`config.mk`:
```
export PLATFORM = sky130hd
export DESIGN_NAME = cst_charge_supervisor
export DESIGN_NICKNAME = d
export VERILOG_FILES = /design/src/hw/cst_pkg.sv /design/src/hw/cst_safety_timer.sv /design/src/hw/cst_int_pulse.sv /design/src/hw/cst_charge_supervisor.sv
export SDC_FILE = /design/constraint.sdc
export NUM_CORES = 1
export LEC_CHECK = 0
export ABC_AREA = 0
export BUFFER_PORTS_ARGS = -buffer_cell sky130_fd_sc_hd__buf_2
export CORE_ASPECT_RATIO = 1.75
export CORE_MARGIN = 3
export CORE_UTILIZATION = 54
export CTS_BUF_LIST = sky130_fd_sc_hd__clkbuf_4 sky130_fd_sc_hd__clkbuf_8
export DETAILED_ROUTE_END_ITERATION = 12
export MAX_ROUTING_LAYER = met4
export PLACE_DENSITY = 0.79
export REMOVE_ABC_BUFFERS = 1
export SLEW_MARGIN = 30
export SYNTH_ARGS = -nofsm -noshare
export SYNTH_HDL_FRONTEND = slang
export SYNTH_SLANG_ARGS = --single-unit
```
`constraint.sdc`:
```
create_clock -name clk -period 2.6 [get_ports clk]
set_input_delay 0.39 -clock clk [delete_from_list [all_inputs] [get_ports clk]]
set_output_delay 0.39 -clock clk [all_outputs]
set_load 0.03 [all_outputs]
```
`src/hw/cst_pkg.sv`:
```
// Constants and types shared by the charge supervisor design files.
package cst_pkg;
  // Clock rate and the cycle counts derived from it.
  localparam int CLK_MHZ        = 250;
  localparam int TICK_MS        = 1000;
  localparam int TICK_CYCLES    = TICK_MS * 1000 * CLK_MHZ;
  localparam int PULSE_US       = 256;
  localparam int PULSE_CYCLES   = PULSE_US * CLK_MHZ;
  // Safety timer limits in hours and in one-second ticks.
  localparam int HOUR_S         = 3600;
  localparam int SHORT_HOURS    = 2;
  localparam int LONG_HOURS     = 16;
  localparam int CUT_HOURS      = 7;
  localparam int TICKS_PER_HOUR = HOUR_S * 1000 / TICK_MS;
  localparam logic [16:0] SHORT_LIMIT = 17'(SHORT_HOURS * TICKS_PER_HOUR);
  localparam logic [16:0] LONG_LIMIT  = 17'(LONG_HOURS * TICKS_PER_HOUR);
  localparam logic [16:0] CUT_LIMIT   = 17'(CUT_HOURS * TICKS_PER_HOUR);
  // Register byte offsets.
  localparam logic [7:0] CTRL_OFS  = 8'h00;
  localparam logic [7:0] ZONE_OFS  = 8'h04;
  localparam logic [7:0] STAT_OFS  = 8'h08;
  localparam logic [7:0] TIMER_OFS = 8'h0c;
  // Reset values; the minimum system voltage code 5 stands for 3.5V.
  localparam logic [5:0]  CTRL_RST   = 6'h1f;
  localparam logic [2:0]  SYSMIN_3V5 = 3'h5;
  localparam logic [12:0] ZONE_RST   = {SYSMIN_3V5, 10'h152};
  // Field codes.
  localparam logic [2:0] NTC_NORMAL  = 3'h0;
  localparam logic [2:0] NTC_COLD    = 3'h5;
  localparam logic [2:0] NTC_HOT     = 3'h6;
  localparam logic [1:0] FAULT_NONE  = 2'h0;
  localparam logic [1:0] FAULT_TIMER = 2'h3;
  localparam logic [2:0] SRC_NONE    = 3'h0;
  localparam logic [2:0] SRC_BOOST   = 3'h7;

  typedef enum logic [2:0] {ZONE_COLD, ZONE_COOL, ZONE_NORMAL, ZONE_WARM,
                            ZONE_HOT} cst_zone_type;
  typedef enum logic [1:0] {ISCALE_FULL, ISCALE_HALF, ISCALE_FIFTH,
                            ISCALE_ZERO} cst_iscale_type;
  typedef enum logic [1:0] {CHG_IDLE, CHG_RUN, CHG_SUSPEND,
                            CHG_EXPIRED} cst_chg_state_type;

  // Control register, bit 0 last.
  typedef struct packed {
    logic boost_enable;
    logic zone_limit_enable;
    logic timer_slowdown_enable;
    logic long_timer_select;
    logic timer_enable;
    logic charge_config_bit;
  } cst_ctrl_type;

  // Zone and system settings register, bit 0 last.
  typedef struct packed {
    logic [2:0] min_system_voltage_setting;
    logic [1:0] warm_threshold_select;
    logic [1:0] cool_threshold_select;
    logic       cool_voltage_select;
    logic       cool_current_enable;
    logic       cool_current_select;
    logic [1:0] warm_current_select;
    logic       warm_voltage_select;
  } cst_zone_cfg_type;

  // Status register, bit 0 last.
  typedef struct packed {
    logic         boost_on;
    logic         charging;
    cst_zone_type zone;
    logic         input_voltage_limit_status;
    logic         input_current_limit_status;
    logic         system_regulation_status;
    logic [2:0]   input_source_status;
    logic [2:0]   thermistor_fault_field;
    logic [1:0]   charge_fault_field;
  } cst_status_type;

  // Comparator and regulation inputs from the analog side.
  typedef struct packed {
    logic       charge_enable_pin_low;
    logic [3:0] warmer_than;
    logic [1:0] boost_warmer;
    logic       vindpm;
    logic       iindpm;
    logic       thermal_reg;
    logic       supplement;
    logic       sysmin_reg;
    logic       vbat_above_low;
    logic       ext_fault;
    logic       restart_req;
    logic       vbat_below_programmed_charge_voltage;
    logic [2:0] source_type;
  } cst_pins_type;

  typedef struct packed {
    logic [7:0]  addr;
    logic [31:0] wdata;
    logic        wr;
    logic        rd;
  } cst_bus_req_type;

  // Targets handed to the analog loops.
  typedef struct packed {
    logic           charging;
    cst_iscale_type iscale;
    logic           programmed_charge_voltage_clamp_4v1;
    logic           boost_on;
    logic [1:0]     cool_threshold_select;
    logic [1:0]     warm_threshold_select;
    logic [2:0]     min_system_voltage_setting;
  } cst_drive_type;
endpackage

```
`src/hw/cst_safety_timer.sv`:
```
// Charge safety timer with one-second prescaler and half-rate mode.
`timescale 1ns/1ps
module cst_safety_timer
  import cst_pkg::*;
#(
  parameter int TICK_CYCLES_P = TICK_CYCLES
)
(
  input  wire logic        clk,
  input  wire logic        rstn,
  input  wire logic        clear,
  input  wire logic        hold,
  input  wire logic        slow,
  input  wire logic [16:0] limit,
  output logic             expired,
  output logic [16:0]      count
);
  localparam logic [27:0] TICK_LAST = 28'(TICK_CYCLES_P - 1);

  typedef struct packed {
    logic [27:0] pre;
    logic        half;
    logic [16:0] count;
    logic        expired;
  } cst_timer_state_type;

  cst_timer_state_type st;
  cst_timer_state_type next_st;

  // Hold freezes the prescaler too, so a pause loses no part of a tick.
  always_comb
  begin
    next_st = st;
    next_st.expired = 1'b0;
    if (clear)
      next_st = '0;
    else if (!hold)
    begin
      if (st.count >= limit)
        next_st.expired = 1'b1;
      else if (st.pre == TICK_LAST)
      begin
        next_st.pre = '0;
        next_st.half = slow && !st.half; // RULE23
        if (!slow || st.half)
        begin
          next_st.count = st.count + 17'h1;
          next_st.expired = (st.count + 17'h1) >= limit;
        end
      end
      else
        next_st.pre = st.pre + 28'h1;
    end
  end

  always_ff @(posedge clk)
  begin
    if (!rstn)
      st <= '0;
    else
      st <= next_st;
  end

  assign expired = st.expired;
  assign count   = st.count;
endmodule

```
`src/hw/cst_int_pulse.sv`:
```
// Low-going host interrupt pulse with one pending request.
`timescale 1ns/1ps
module cst_int_pulse
  import cst_pkg::*;
#(
  parameter int PULSE_CYCLES_P = PULSE_CYCLES
)
(
  input  wire logic clk,
  input  wire logic rstn,
  input  wire logic event_in,
  output logic      pulse_n
);
  localparam logic [15:0] CNT_LOAD = 16'(PULSE_CYCLES_P);

  typedef struct packed {
    logic [15:0] cnt;
    logic        pend;
    logic        out_n;
  } cst_pulse_state_type;

  cst_pulse_state_type st;
  cst_pulse_state_type next_st;
  logic [15:0]         low_len;

  // Events during a pulse merge into one follow-up pulse, never lost.
  always_comb
  begin
    next_st = st;
    if (st.cnt != '0)
    begin
      next_st.cnt = st.cnt - 16'h1;
      next_st.out_n = (st.cnt == 16'h1);
      if (event_in)
        next_st.pend = 1'b1;
    end
    else if (event_in || st.pend)
    begin
      next_st.cnt = CNT_LOAD; // RULE22
      next_st.out_n = 1'b0;
      next_st.pend = 1'b0;
    end
  end

  always_ff @(posedge clk)
  begin
    if (!rstn)
      st <= '{cnt: '0, pend: 1'b0, out_n: 1'b1};
    else
      st <= next_st;
  end

  // Length of the present low phase, read only by the check below.
  always_ff @(posedge clk)
  begin
    if (!rstn || st.out_n)
      low_len <= '0;
    else
      low_len <= low_len + 16'h1;
  end

  assign pulse_n = st.out_n;
endmodule

```
`src/hw/cst_charge_supervisor.sv`:
```
// Charge supervisor: temperature zones, boost guard and safety timer.
`timescale 1ns/1ps
// Notes on behaviour
// RULE1: New charge cycle starts only with temperature inside cold-to-hot window.
// RULE2: Leaving the window while charging suspends at zero current.
// RULE3: Warm zone clamps voltage to 4.1V unless warm voltage select set.
// RULE4: Warm zone current scales to 0, 20 or 50 percent by select; code also gives full current for select 3.
// RULE5: Cool zone current 50 or 20 percent if enabled, else zero.
// RULE6: Cool zone clamps voltage to 4.1V only when cool voltage select set.
// RULE7: Cool and warm thresholds each have their own two-bit select.
// RULE8: Zone limiting can be switched off entirely.
// RULE9: Boost outside its window suspends, source status 000, fault reported.
// RULE10: Boost resumes inside window and thermistor fault returns to 000.
// RULE11: Timer expiry stops charging, fault field 11, interrupt pulse.
// RULE12: Limit is 2 hours until battery passed low threshold, then 16.
// RULE13: Long select clear gives 7 hours; timer enable clear disables timer.
// RULE14: Timer runs half rate under input limits, cool zone or thermal.
// RULE15: Slowdown enable clear keeps the timer at full rate.
// RULE16: Timer holds during faults, supplement mode or suspension.
// RULE17: Restart or charge enable toggle resets the timer to zero.
// RULE18: Three-bit minimum system voltage setting, default 3.5V.
// RULE19: System regulation status follows minimum system regulation.
// RULE20: Input current and voltage limit status bits follow the loops.
// RULE21: Charging needs configuration bit 1 and enable pin low; code needs charge_enable_pin_low clear.
// RULE22: Each interrupt is one low pulse of 256 microseconds.
// RULE23: Half rate counts only every second tick.
// RULE24: Ordered comparators decode to exactly one temperature zone.
module cst_charge_supervisor
  import cst_pkg::*;
#(
  parameter int TICK_CYCLES_P  = TICK_CYCLES,
  parameter int PULSE_CYCLES_P = PULSE_CYCLES
)
(
  input  wire logic            clk,
  input  wire logic            rstn,
  input  wire cst_bus_req_type bus,
  output logic [31:0]          bus_rdata,
  input  wire cst_pins_type    pins,
  output cst_drive_type        drive,
  output logic                 host_interrupt_pulse_out_n
);
  typedef struct packed {
    cst_pins_type      sync1;
    cst_pins_type      sync2;
    logic              allowed_prev;
    logic              restart_prev;
    logic              vbat_rose;
    logic              timer_fault;
    logic              int_ev;
    cst_chg_state_type chg;
    cst_ctrl_type      ctrl;
    cst_zone_cfg_type  zcfg;
    cst_status_type    status;
    logic              charging;
    cst_iscale_type    iscale;
    logic              programmed_charge_voltage_clamp_4v1;
    logic              boost_on;
    logic [31:0]       rdata;
  } cst_main_state_type;

  cst_main_state_type st;
  cst_main_state_type next_st;
  cst_zone_type       zone_c;
  logic               win_ok;
  logic               chg_allowed;
  logic               new_cycle;
  logic               boost_ok;
  logic               t_clear;
  logic               t_hold;
  logic               t_slow;
  logic [16:0]        t_limit;
  logic               t_expired;
  logic [16:0]        t_count;

  // Comparators are ordered, so the first one not passed names the zone.
  function automatic cst_zone_type decode_zone(input logic [3:0] w);
    cst_zone_type z;
    if (!w[0])
      z = ZONE_COLD;
    else if (!w[1])
      z = ZONE_COOL;
    else if (!w[2])
      z = ZONE_NORMAL;
    else if (!w[3])
      z = ZONE_WARM;
    else
      z = ZONE_HOT;
    return z;
  endfunction

  // Current target for a zone while charging.
  function automatic cst_iscale_type scale_of(input cst_zone_type z,
                                              input cst_zone_cfg_type c);
    cst_iscale_type s;
    s = ISCALE_FULL;
    if (z == ZONE_COOL)
    begin
      if (!c.cool_current_enable)
        s = ISCALE_ZERO; // RULE5
      else
        s = c.cool_current_select ? ISCALE_FIFTH : ISCALE_HALF; // RULE5
    end
    else if (z == ZONE_WARM)
    begin
      unique case (c.warm_current_select) // RULE4
        2'h0: s = ISCALE_ZERO;
        2'h1: s = ISCALE_FIFTH;
        2'h2: s = ISCALE_HALF;
        2'h3: s = ISCALE_FULL;
      endcase
    end
    return s;
  endfunction

  always_comb
  begin
    cst_pins_type p;
    logic         ntc_change;
    p = st.sync2;
    ntc_change = 1'b0;
    next_st = st;

    // Two-stage synchroniser for the analog comparator levels.
    next_st.sync1 = pins;
    next_st.sync2 = st.sync1;

    // Zone decode; with limiting off every temperature counts as normal.
    zone_c = st.ctrl.zone_limit_enable ? decode_zone(p.warmer_than)
                                       : ZONE_NORMAL; // RULE8 RULE24
    win_ok = (zone_c != ZONE_COLD) && (zone_c != ZONE_HOT);
    chg_allowed = st.ctrl.charge_config_bit &&
                  !p.charge_enable_pin_low; // RULE21
    new_cycle = (chg_allowed && !st.allowed_prev) ||
                (p.restart_req && !st.restart_prev); // RULE17
    boost_ok = p.boost_warmer[0] && !p.boost_warmer[1];
    next_st.allowed_prev = chg_allowed;
    next_st.restart_prev = p.restart_req;

    // Charge cycle sequencing.
    unique case (st.chg)
      CHG_IDLE:
        if (chg_allowed && win_ok && !st.timer_fault && !p.ext_fault &&
            p.vbat_below_programmed_charge_voltage)
          next_st.chg = CHG_RUN; // RULE1
      CHG_RUN:
        if (t_expired)
          next_st.chg = CHG_EXPIRED; // RULE11
        else if (!win_ok)
          next_st.chg = CHG_SUSPEND; // RULE2
      CHG_SUSPEND:
        if (win_ok)
          next_st.chg = CHG_RUN; // RULE2
      CHG_EXPIRED:
        next_st.chg = CHG_EXPIRED;
    endcase
    if (!chg_allowed || new_cycle)
      next_st.chg = CHG_IDLE; // RULE21

    // Expiry sets the fault; a same-cycle restart does not erase it.
    if (new_cycle)
      next_st.timer_fault = 1'b0;
    if (t_expired)
      next_st.timer_fault = 1'b1; // RULE11

    // The battery counts as past the low threshold once seen above it while charging.
    if (new_cycle)
      next_st.vbat_rose = 1'b0;
    if (st.chg == CHG_RUN && p.vbat_above_low)
      next_st.vbat_rose = 1'b1;

    // Safety timer controls.
    if (!st.vbat_rose)
      t_limit = SHORT_LIMIT; // RULE12
    else if (st.ctrl.long_timer_select)
      t_limit = LONG_LIMIT; // RULE12
    else
      t_limit = CUT_LIMIT; // RULE13
    t_clear = new_cycle || !st.ctrl.timer_enable ||
              st.chg == CHG_IDLE; // RULE13 RULE17
    t_hold = (st.chg != CHG_RUN) || p.ext_fault || p.supplement; // RULE16
    t_slow = st.ctrl.timer_slowdown_enable &&
             (p.vindpm || p.iindpm || p.thermal_reg ||
              zone_c == ZONE_COOL); // RULE14 RULE15

    // Targets for the analog loops, aligned with the charge state.
    next_st.charging = (next_st.chg == CHG_RUN);
    next_st.iscale = next_st.charging ? scale_of(zone_c, st.zcfg)
                                      : ISCALE_ZERO; // RULE2
    next_st.programmed_charge_voltage_clamp_4v1 =
      (zone_c == ZONE_WARM && !st.zcfg.warm_voltage_select) || // RULE3
      (zone_c == ZONE_COOL && st.zcfg.cool_voltage_select); // RULE6
    next_st.boost_on = st.ctrl.boost_enable && boost_ok; // RULE9 RULE10

    // Thermistor fault is real time: boost window in boost, else zones.
    if (st.ctrl.boost_enable)
    begin
      if (boost_ok)
        next_st.status.thermistor_fault_field = NTC_NORMAL; // RULE10
      else if (!p.boost_warmer[0])
        next_st.status.thermistor_fault_field = NTC_COLD; // RULE9
      else
        next_st.status.thermistor_fault_field = NTC_HOT; // RULE9
      next_st.status.input_source_status =
        boost_ok ? SRC_BOOST : SRC_NONE; // RULE9
    end
    else
    begin
      if (zone_c == ZONE_COLD)
        next_st.status.thermistor_fault_field = NTC_COLD;
      else if (zone_c == ZONE_HOT)
        next_st.status.thermistor_fault_field = NTC_HOT;
      else
        next_st.status.thermistor_fault_field = NTC_NORMAL;
      next_st.status.input_source_status = p.source_type;
    end

    // Remaining status fields.
    next_st.status.charge_fault_field =
      next_st.timer_fault ? FAULT_TIMER : FAULT_NONE; // RULE11
    next_st.status.system_regulation_status = p.sysmin_reg; // RULE19
    next_st.status.input_current_limit_status = p.iindpm; // RULE20
    next_st.status.input_voltage_limit_status = p.vindpm; // RULE20
    next_st.status.zone = zone_c;
    next_st.status.charging = next_st.charging;
    next_st.status.boost_on = next_st.boost_on;

    // Interrupt on expiry and on every thermistor fault change.
    ntc_change = next_st.status.thermistor_fault_field !=
                 st.status.thermistor_fault_field;
    next_st.int_ev = (t_expired && st.chg == CHG_RUN) ||
                     ntc_change; // RULE11

    // Register writes; unmapped offsets are ignored.
    if (bus.wr)
    begin
      case (bus.addr)
        CTRL_OFS:
          next_st.ctrl = cst_ctrl_type'(bus.wdata[5:0]);
        ZONE_OFS:
          next_st.zcfg = cst_zone_cfg_type'(bus.wdata[12:0]); // RULE7 RULE18
        default:
          next_st.ctrl = st.ctrl;
      endcase
    end

    // Read data stands for one cycle only; unmapped offsets read zero.
    next_st.rdata = '0;
    if (bus.rd)
    begin
      case (bus.addr)
        CTRL_OFS:
          next_st.rdata = {26'h0, st.ctrl};
        ZONE_OFS:
          next_st.rdata = {19'h0, st.zcfg};
        STAT_OFS:
          next_st.rdata = {16'h0, st.status};
        TIMER_OFS:
          next_st.rdata = {15'h0, t_count};
        default:
          next_st.rdata = '0;
      endcase
    end
  end

  // Whole state in one register; everything else resets to zero.
  // The synchroniser keeps sampling through reset, so the first cycle after
  // release sees real pin levels and reports no false cold zone.
  always_ff @(posedge clk)
  begin
    if (!rstn)
    begin
      st <= '0;
      st.sync1 <= pins;
      st.sync2 <= st.sync1;
      st.ctrl <= cst_ctrl_type'(CTRL_RST);
      st.zcfg <= cst_zone_cfg_type'(ZONE_RST); // RULE18
      st.chg <= CHG_IDLE;
      st.iscale <= ISCALE_ZERO;
    end
    else
      st <= next_st;
  end

  cst_safety_timer #(
    .TICK_CYCLES_P (TICK_CYCLES_P)
  ) u_timer (
    .clk     (clk),
    .rstn    (rstn),
    .clear   (t_clear),
    .hold    (t_hold),
    .slow    (t_slow),
    .limit   (t_limit),
    .expired (t_expired),
    .count   (t_count)
  );

  cst_int_pulse #(
    .PULSE_CYCLES_P (PULSE_CYCLES_P)
  ) u_pulse (
    .clk      (clk),
    .rstn     (rstn),
    .event_in (st.int_ev),
    .pulse_n  (host_interrupt_pulse_out_n)
  );

  // Outputs come straight from state flip-flops.
  assign bus_rdata = st.rdata;
  assign drive = '{charging:                   st.charging,
                   iscale:                     st.iscale,
                   programmed_charge_voltage_clamp_4v1:             st.programmed_charge_voltage_clamp_4v1,
                   boost_on:                   st.boost_on,
                   cool_threshold_select:      st.zcfg.cool_threshold_select,
                   warm_threshold_select:      st.zcfg.warm_threshold_select,
                   min_system_voltage_setting:
                     st.zcfg.min_system_voltage_setting};
endmodule

```
# --- Word level (Yosys, flattened, before mapping) ---
# Index checks and enable logic that the tools add are counted.
word_totals:
  output_inout_bits: 45
  word_cells: 187
  reg_bits: 180
classes:
  reduce_logical: 58
  bitwise_logic: 3
  n_addsub: 3
  magnitude_cmp: 2
  eq_ne: 19
  muxes: 37
ops:
  columns: ["op", "count"]
  rows:
  - ["17-bit case mux with 4 select lines", 1]
  - ["18-bit 2-to-1 mux", 2]
  - ["17-bit by 16-bit >= comparator with 1-bit output", 2]
  - ["16-bit 2-to-1 mux", 2]
  - ["28-bit by 1-bit adder with 28-bit output (second input constant)", 1]
  - ["28-bit equality test (second input constant)", 1]
  - ["28-bit 2-to-1 mux", 1]
  - ["3-bit 2-to-1 mux", 9]
  - ["2-bit 2-to-1 mux", 11]
  - ["17-bit by 1-bit adder with 17-bit output (second input constant)", 1]
  - ["16-bit by 1-bit equality test with 1-bit output (second input constant)", 1]
  - ["8-bit by 4-bit equality test with 1-bit output (second input constant)", 2]
  - ["1-bit logical AND", 16]
  - ["2-bit case mux with 4 select lines", 2]
  - ["16-bit nonzero test", 1]
  - ["16-bit by 1-bit subtractor with 16-bit output (second input constant)", 1]
  - ["1-bit logical OR", 13]
  - ["2-bit AND reduction", 6]
  - ["1-bit logical NOT", 11]
  - ["2-bit equality test (second input constant)", 4]
  - ["8-bit by 3-bit equality test with 1-bit output (second input constant)", 1]
  - ["8-bit logical NOT", 1]
  - ["1-bit 2-to-1 mux", 8]
  - ["2-bit by 1-bit equality test with 1-bit output (second input constant)", 3]
  - ["17 further kinds", 21]

# --- Logic depth before layout (Yosys ltp) ---
logic_depth:
  word_depth: 16
  depth_mapped: 13
  ltp_nobuf: 13

# --- Hierarchy ---
# A second synthesis with hierarchy kept.
hier_totals:
  cells_unflattened: 888
  hier_area_um2: 8326.7
modules_own_cells:
  columns: ["mod", "area_each_um2", "seq_area_each_um2", "cells_per_inst", "instances"]
  rows:
  - ["cst_safety_timer", 3724.8, 940.9, 452, 1]
  - ["cst_charge_supervisor", 3616.0, 1961.9, 323, 1]
  - ["cst_int_pulse", 985.9, 360.3, 113, 1]

# --- Worst setup path before layout ---
# OpenSTA, ideal clock, no wires.
synth_timing:
  path_kind: "reg-to-reg"
  startpoint: "reg st[76] (netlist bit)"
  endpoint: "reg u_timer.st[37] (netlist bit)"
  t_required_ns: 2.530
  t_arrival_ns: 2.733
  path_buffers: 3
  stages_incl_launch_ff: 13
  setup_slack_ns: -0.203
  path_cell_list: "dfxtp_1 > and2_1 > inv_1 > ha_1 > nand4b_4 > or4_4 > and3_4 > and3_4 > buf_6 > a21o_1 > buf_6 > buf_6 > a21oi_1"
synth_via:
  elab_chain_len: 4
synth_lines:
  columns: ["item", "line", "rtl"]
  rows:
  - ["from (decl)", "cst_charge_supervisor.sv:62", "cst_main_state_type st;"]
  - ["from (signal assigned)", "cst_charge_supervisor.sv:282", "st <= next_st;"]
  - ["16-bit 2-to-1 mux", "cst_charge_supervisor.sv:173", "if (!st.vbat_rose)"]
  - ["17-bit by 16-bit >= comparator with 1-bit output", "cst_safety_timer.sv:39", "if (st.count >= limit)"]
  - ["1-bit inverter (no source line)", null, null]
  - ["2-bit AND reduction (no source line)", null, null]
  - ["to (signal assigned)", "cst_safety_timer.sv:61", "st <= next_st;"]
  - ["to (decl)", "cst_safety_timer.sv:27", "cst_timer_state_type st;"]
# No other way between the ends.
# A chain may end at the register's enable or synchronous reset.

# --- Worst setup path after layout ---
layout_timing:
  startpoint: "reg u_timer.st, in the netlist u_timer.count[3]"
  endpoint: "reg u_timer.st, in the netlist u_timer.expired"
layout_via:
  elab_chain_len: 5
  word_cells_on_any_way: 6
layout_lines:
  columns: ["item", "line", "rtl"]
  rows:
  - ["17-bit by 1-bit adder with 17-bit output", "cst_safety_timer.sv:48", "next_st.expired = (st.count + 17'h1) >= limit;"]
  - ["17-bit by 16-bit >= comparator with 1-bit output", "cst_safety_timer.sv:48", null]
  - ["1-bit 2-to-1 mux", "cst_safety_timer.sv:45", "if (!slow || st.half)"]
  - ["1-bit 2-to-1 mux", "cst_safety_timer.sv:41", "else if (st.pre == TICK_LAST)"]
  - ["1-bit 2-to-1 mux *", "cst_safety_timer.sv:39", null]
# Every way passes the cells marked *; elsewhere a longest branch is shown, timed or not.

==> flow_summary.ini <==
[power_and_ir_drop]
p_leak_nw = 3.773
power_density_nw_per_um2 = 582.6
p_total_mw = 5.489
vdd_drop_max_mv = 0.6290

[worst_setup_path]
crit_type = register to register
r2r_end = u_timer.expired
cpPeakStageDelay_ns = 0.37
cp.arrival_ns = 3.09
cp_slowest_cell = dfxtp_2
worstPathRequired_ns = 2.95
crit_path_start_kind = register
path_cells = buf_4 > nand2_1 > or2_2 > xnor2_1 > ha_1 > and3_1 > nand4_1 > nor4_1 > a221o_1 > o311a_1 > o311a_1
r2r_start = u_timer.count[3]
crit_path_max_fanout = 7
path_delay_family = compound AO/OA/AOI/OAI gates
rr_worst_depth = 11
timing.critical_path.mode_cell = o311a_1
end_kind = register
path_buf_inv = 1
r2r_setup_slack_ns = -0.13

[cells_and_area]
drive_above_1_share_pct = 32.16
antenna_cells = 0
final_area_um2 = 9422
seq_area_um2 = 3283
area_growth_pct = 25.84
nFillCells = 961
fin_nets = 1042
multiInputGateArea_um2 = 4133

[die]
die_area_um2 = 15370
num_rows = 56
ioPinCount = 108
start_util_pct = 55.37
die_h_um = 161.8
die_w_um = 95.01
coreArea_um2 = 13520

[yosys]
syn_area_per_cell_um2 = 9.142
ys.flop_type = dfxtp_1
synth-seq-cells = 163
synthArstFlopShare_pct = 0
synthCells = 819
synth_top_area_share_pct = 43.58
ys.warnings.count = 0
ys_top_cells_by_area = dfxtp_1 44%, ha_1 4.7%, buf_4 4.4%
syn_area_um2 = 7487
synth-edff-count = 0
synth.largest_area_cell = dfxtp_1
synth_common_cells = 163 x dfxtp_1, 71 x nand2_1, 67 x nor2_1
yosysUniqueCellTypes = 61
yosys.cell_count.top_type = dfxtp_1
ys_seq_area_share_pct = 43.58

[timing]
post-route-min-period_ns = 2.733
rsz0062_at_grt = yes
hold_slack_ns = 0.02128
tns_ns = -0.3173
setup-violations-final = 10
slew_headroom_pct = 43.57
worst_pin_slew_ns = 0.8440
hold_viol = 0
finalClockSkew_ns = 0.01385
drv_slew = 0
postLayoutSetupSlackWorst_ns = -0.1334
fmax_ghz = 0.3658
final.period_utilization_pct = 105.1

[placement]
gp_congestion = 0.9245
place_area_um2 = 8255
dp_hpwl_um = 14330
portBuffers = 73

[route]
dr.pass1.iters = 5
route.top_layer_used = met4
final_antenna_net_count = 0
drc = 0
wl_met3_um = 760
wl_met1_um = 7087
wl_per_cell_um = 18.21
met2_length_um = 11520
vias_per_cell = 5.861
first_iter_violations = 359
drt-total-wl_um = 20720
num_vias = 6670

[clock_network]
cts_tree = done
clock_latency_ns = 0.47
numCtsBuffers = 17
cts-root-buf = clkbuf_8
clock_path_buffers = 2
htreeDepth = 4
cts_sinks = 163
path_clk_slew_ns = 0.09

[global_routing]
track_usage_pct = 27.17
antenna_found_initial = 0
grt_max_degree = 33
grt_pass1_vias = 6618
grt_overflow = 0
grt_pass1_wl_um = 31330

[worst_hold_path]
hp-start = pins[13]
min_path_type = input port to register
min_to = next_st[92]
holdPathStages = 1

[outcome]
violations = setup timing
outcome = finished with violations

[job]
cap_violations = 0
==> cells in the final DEF, fill, tap and decap left out, drive strengths merged, types with 22 or more instances in the layout <==
master and count:
buf 170, xnor2 26, nand4 22, inv 22
ha 28, nand2 71, a21oi 52, nor2 67
o21ai 24, nand3 36, dfxtp 163
==> what timing repair did <==
action / 4_1_cts / 5_1_grt
setup endpoints to repair: 31 / 43
pin swaps: 19 / 29
gates resized for setup: 39 / 62
cloned: 2 / 0
setup buffers: 11 / 5
hold endpoints to repair: 13 / 0
hold buffers: 13 / 0
==> metal layers <==
metal  GRT usage [%]  up-vias
li1                -     3159
met1           25.16     3192
met2           50.08      216
met3           4.124      103
met4           17.41        0
met5               -        -
==> power breakdown <==
part | switching [mW] | total [mW] | internal, mW | leakage [nW]
sequential | 0.120 | 2.75 | 2.63 | 1.34
clock | 1.08 | 1.90 | 0.819 | 0.204
combinational | 0.489 | 0.842 | 0.353 | 2.23
total | 1.69 | 5.49 | 3.80 | 3.77
==> per-stage QoR <==
stage / std cells / setup WS (ns) / util [%]
CTS: 1134 / -0.1120 / 67.38
global placement: 1077 / -0.2113 / 61.05
floorplan: 749 / -0.5218 / -
global route: 1138 / -0.2223 / 69.67
finish: 1138 / -0.1334 / 69.67
detailed placement: 1077 / -0.2368 / 61.05
==> registers in the layout, summed over array words and instances (netlist names) <==
name	flops
st	46
u_timer.st	29
next_st	23
bus_rdata	17
u_pulse.st	17
u_timer.count	17
drive	12
u_pulse.pulse_n	1
u_timer.expired	1
==> area by class of cell <==
type	count	share of cell area (%)
Inverter	13	0.5445
Sequential cell	163	34.85
Clock inverter	15	1.939
Timing Repair Buffer	183	14.01
Clock buffer	17	2.483
Tap cell	174	2.311
Multi-Input combinational cell	573	43.86
==> cell families (layout without fill, tap and decap cells) <==
group	after synthesis	in the layout	synth area share, %
other cells	1	15	0.05009
mux	24	24	4.328
compound gates	143	143	12.18
simple gates	329	329	23.61
fa+ha+maj	28	28	4.679
buf+inv	97	228	7.587
xor+xnor	34	34	3.977
flops	163	163	43.58
==> worst max path at each step <==
stage | slack (ns) | end | cells after the start | from
detailed placement | -0.24 | u_timer.expired | 11 | u_timer.count[2]
finish | -0.13 | u_timer.expired | 11 | u_timer.count[3]
global route | -0.22 | u_timer.expired | 11 | u_timer.count[0]
global placement | -0.21 | u_timer.expired | 11 | u_timer.count[2]
floorplan | -0.52 | u_timer.st[34] | 5 | st[73]
CTS | -0.11 | u_timer.expired | 11 | u_timer.count[4]
No activity file was read; power rests on OpenSTA's default activity.
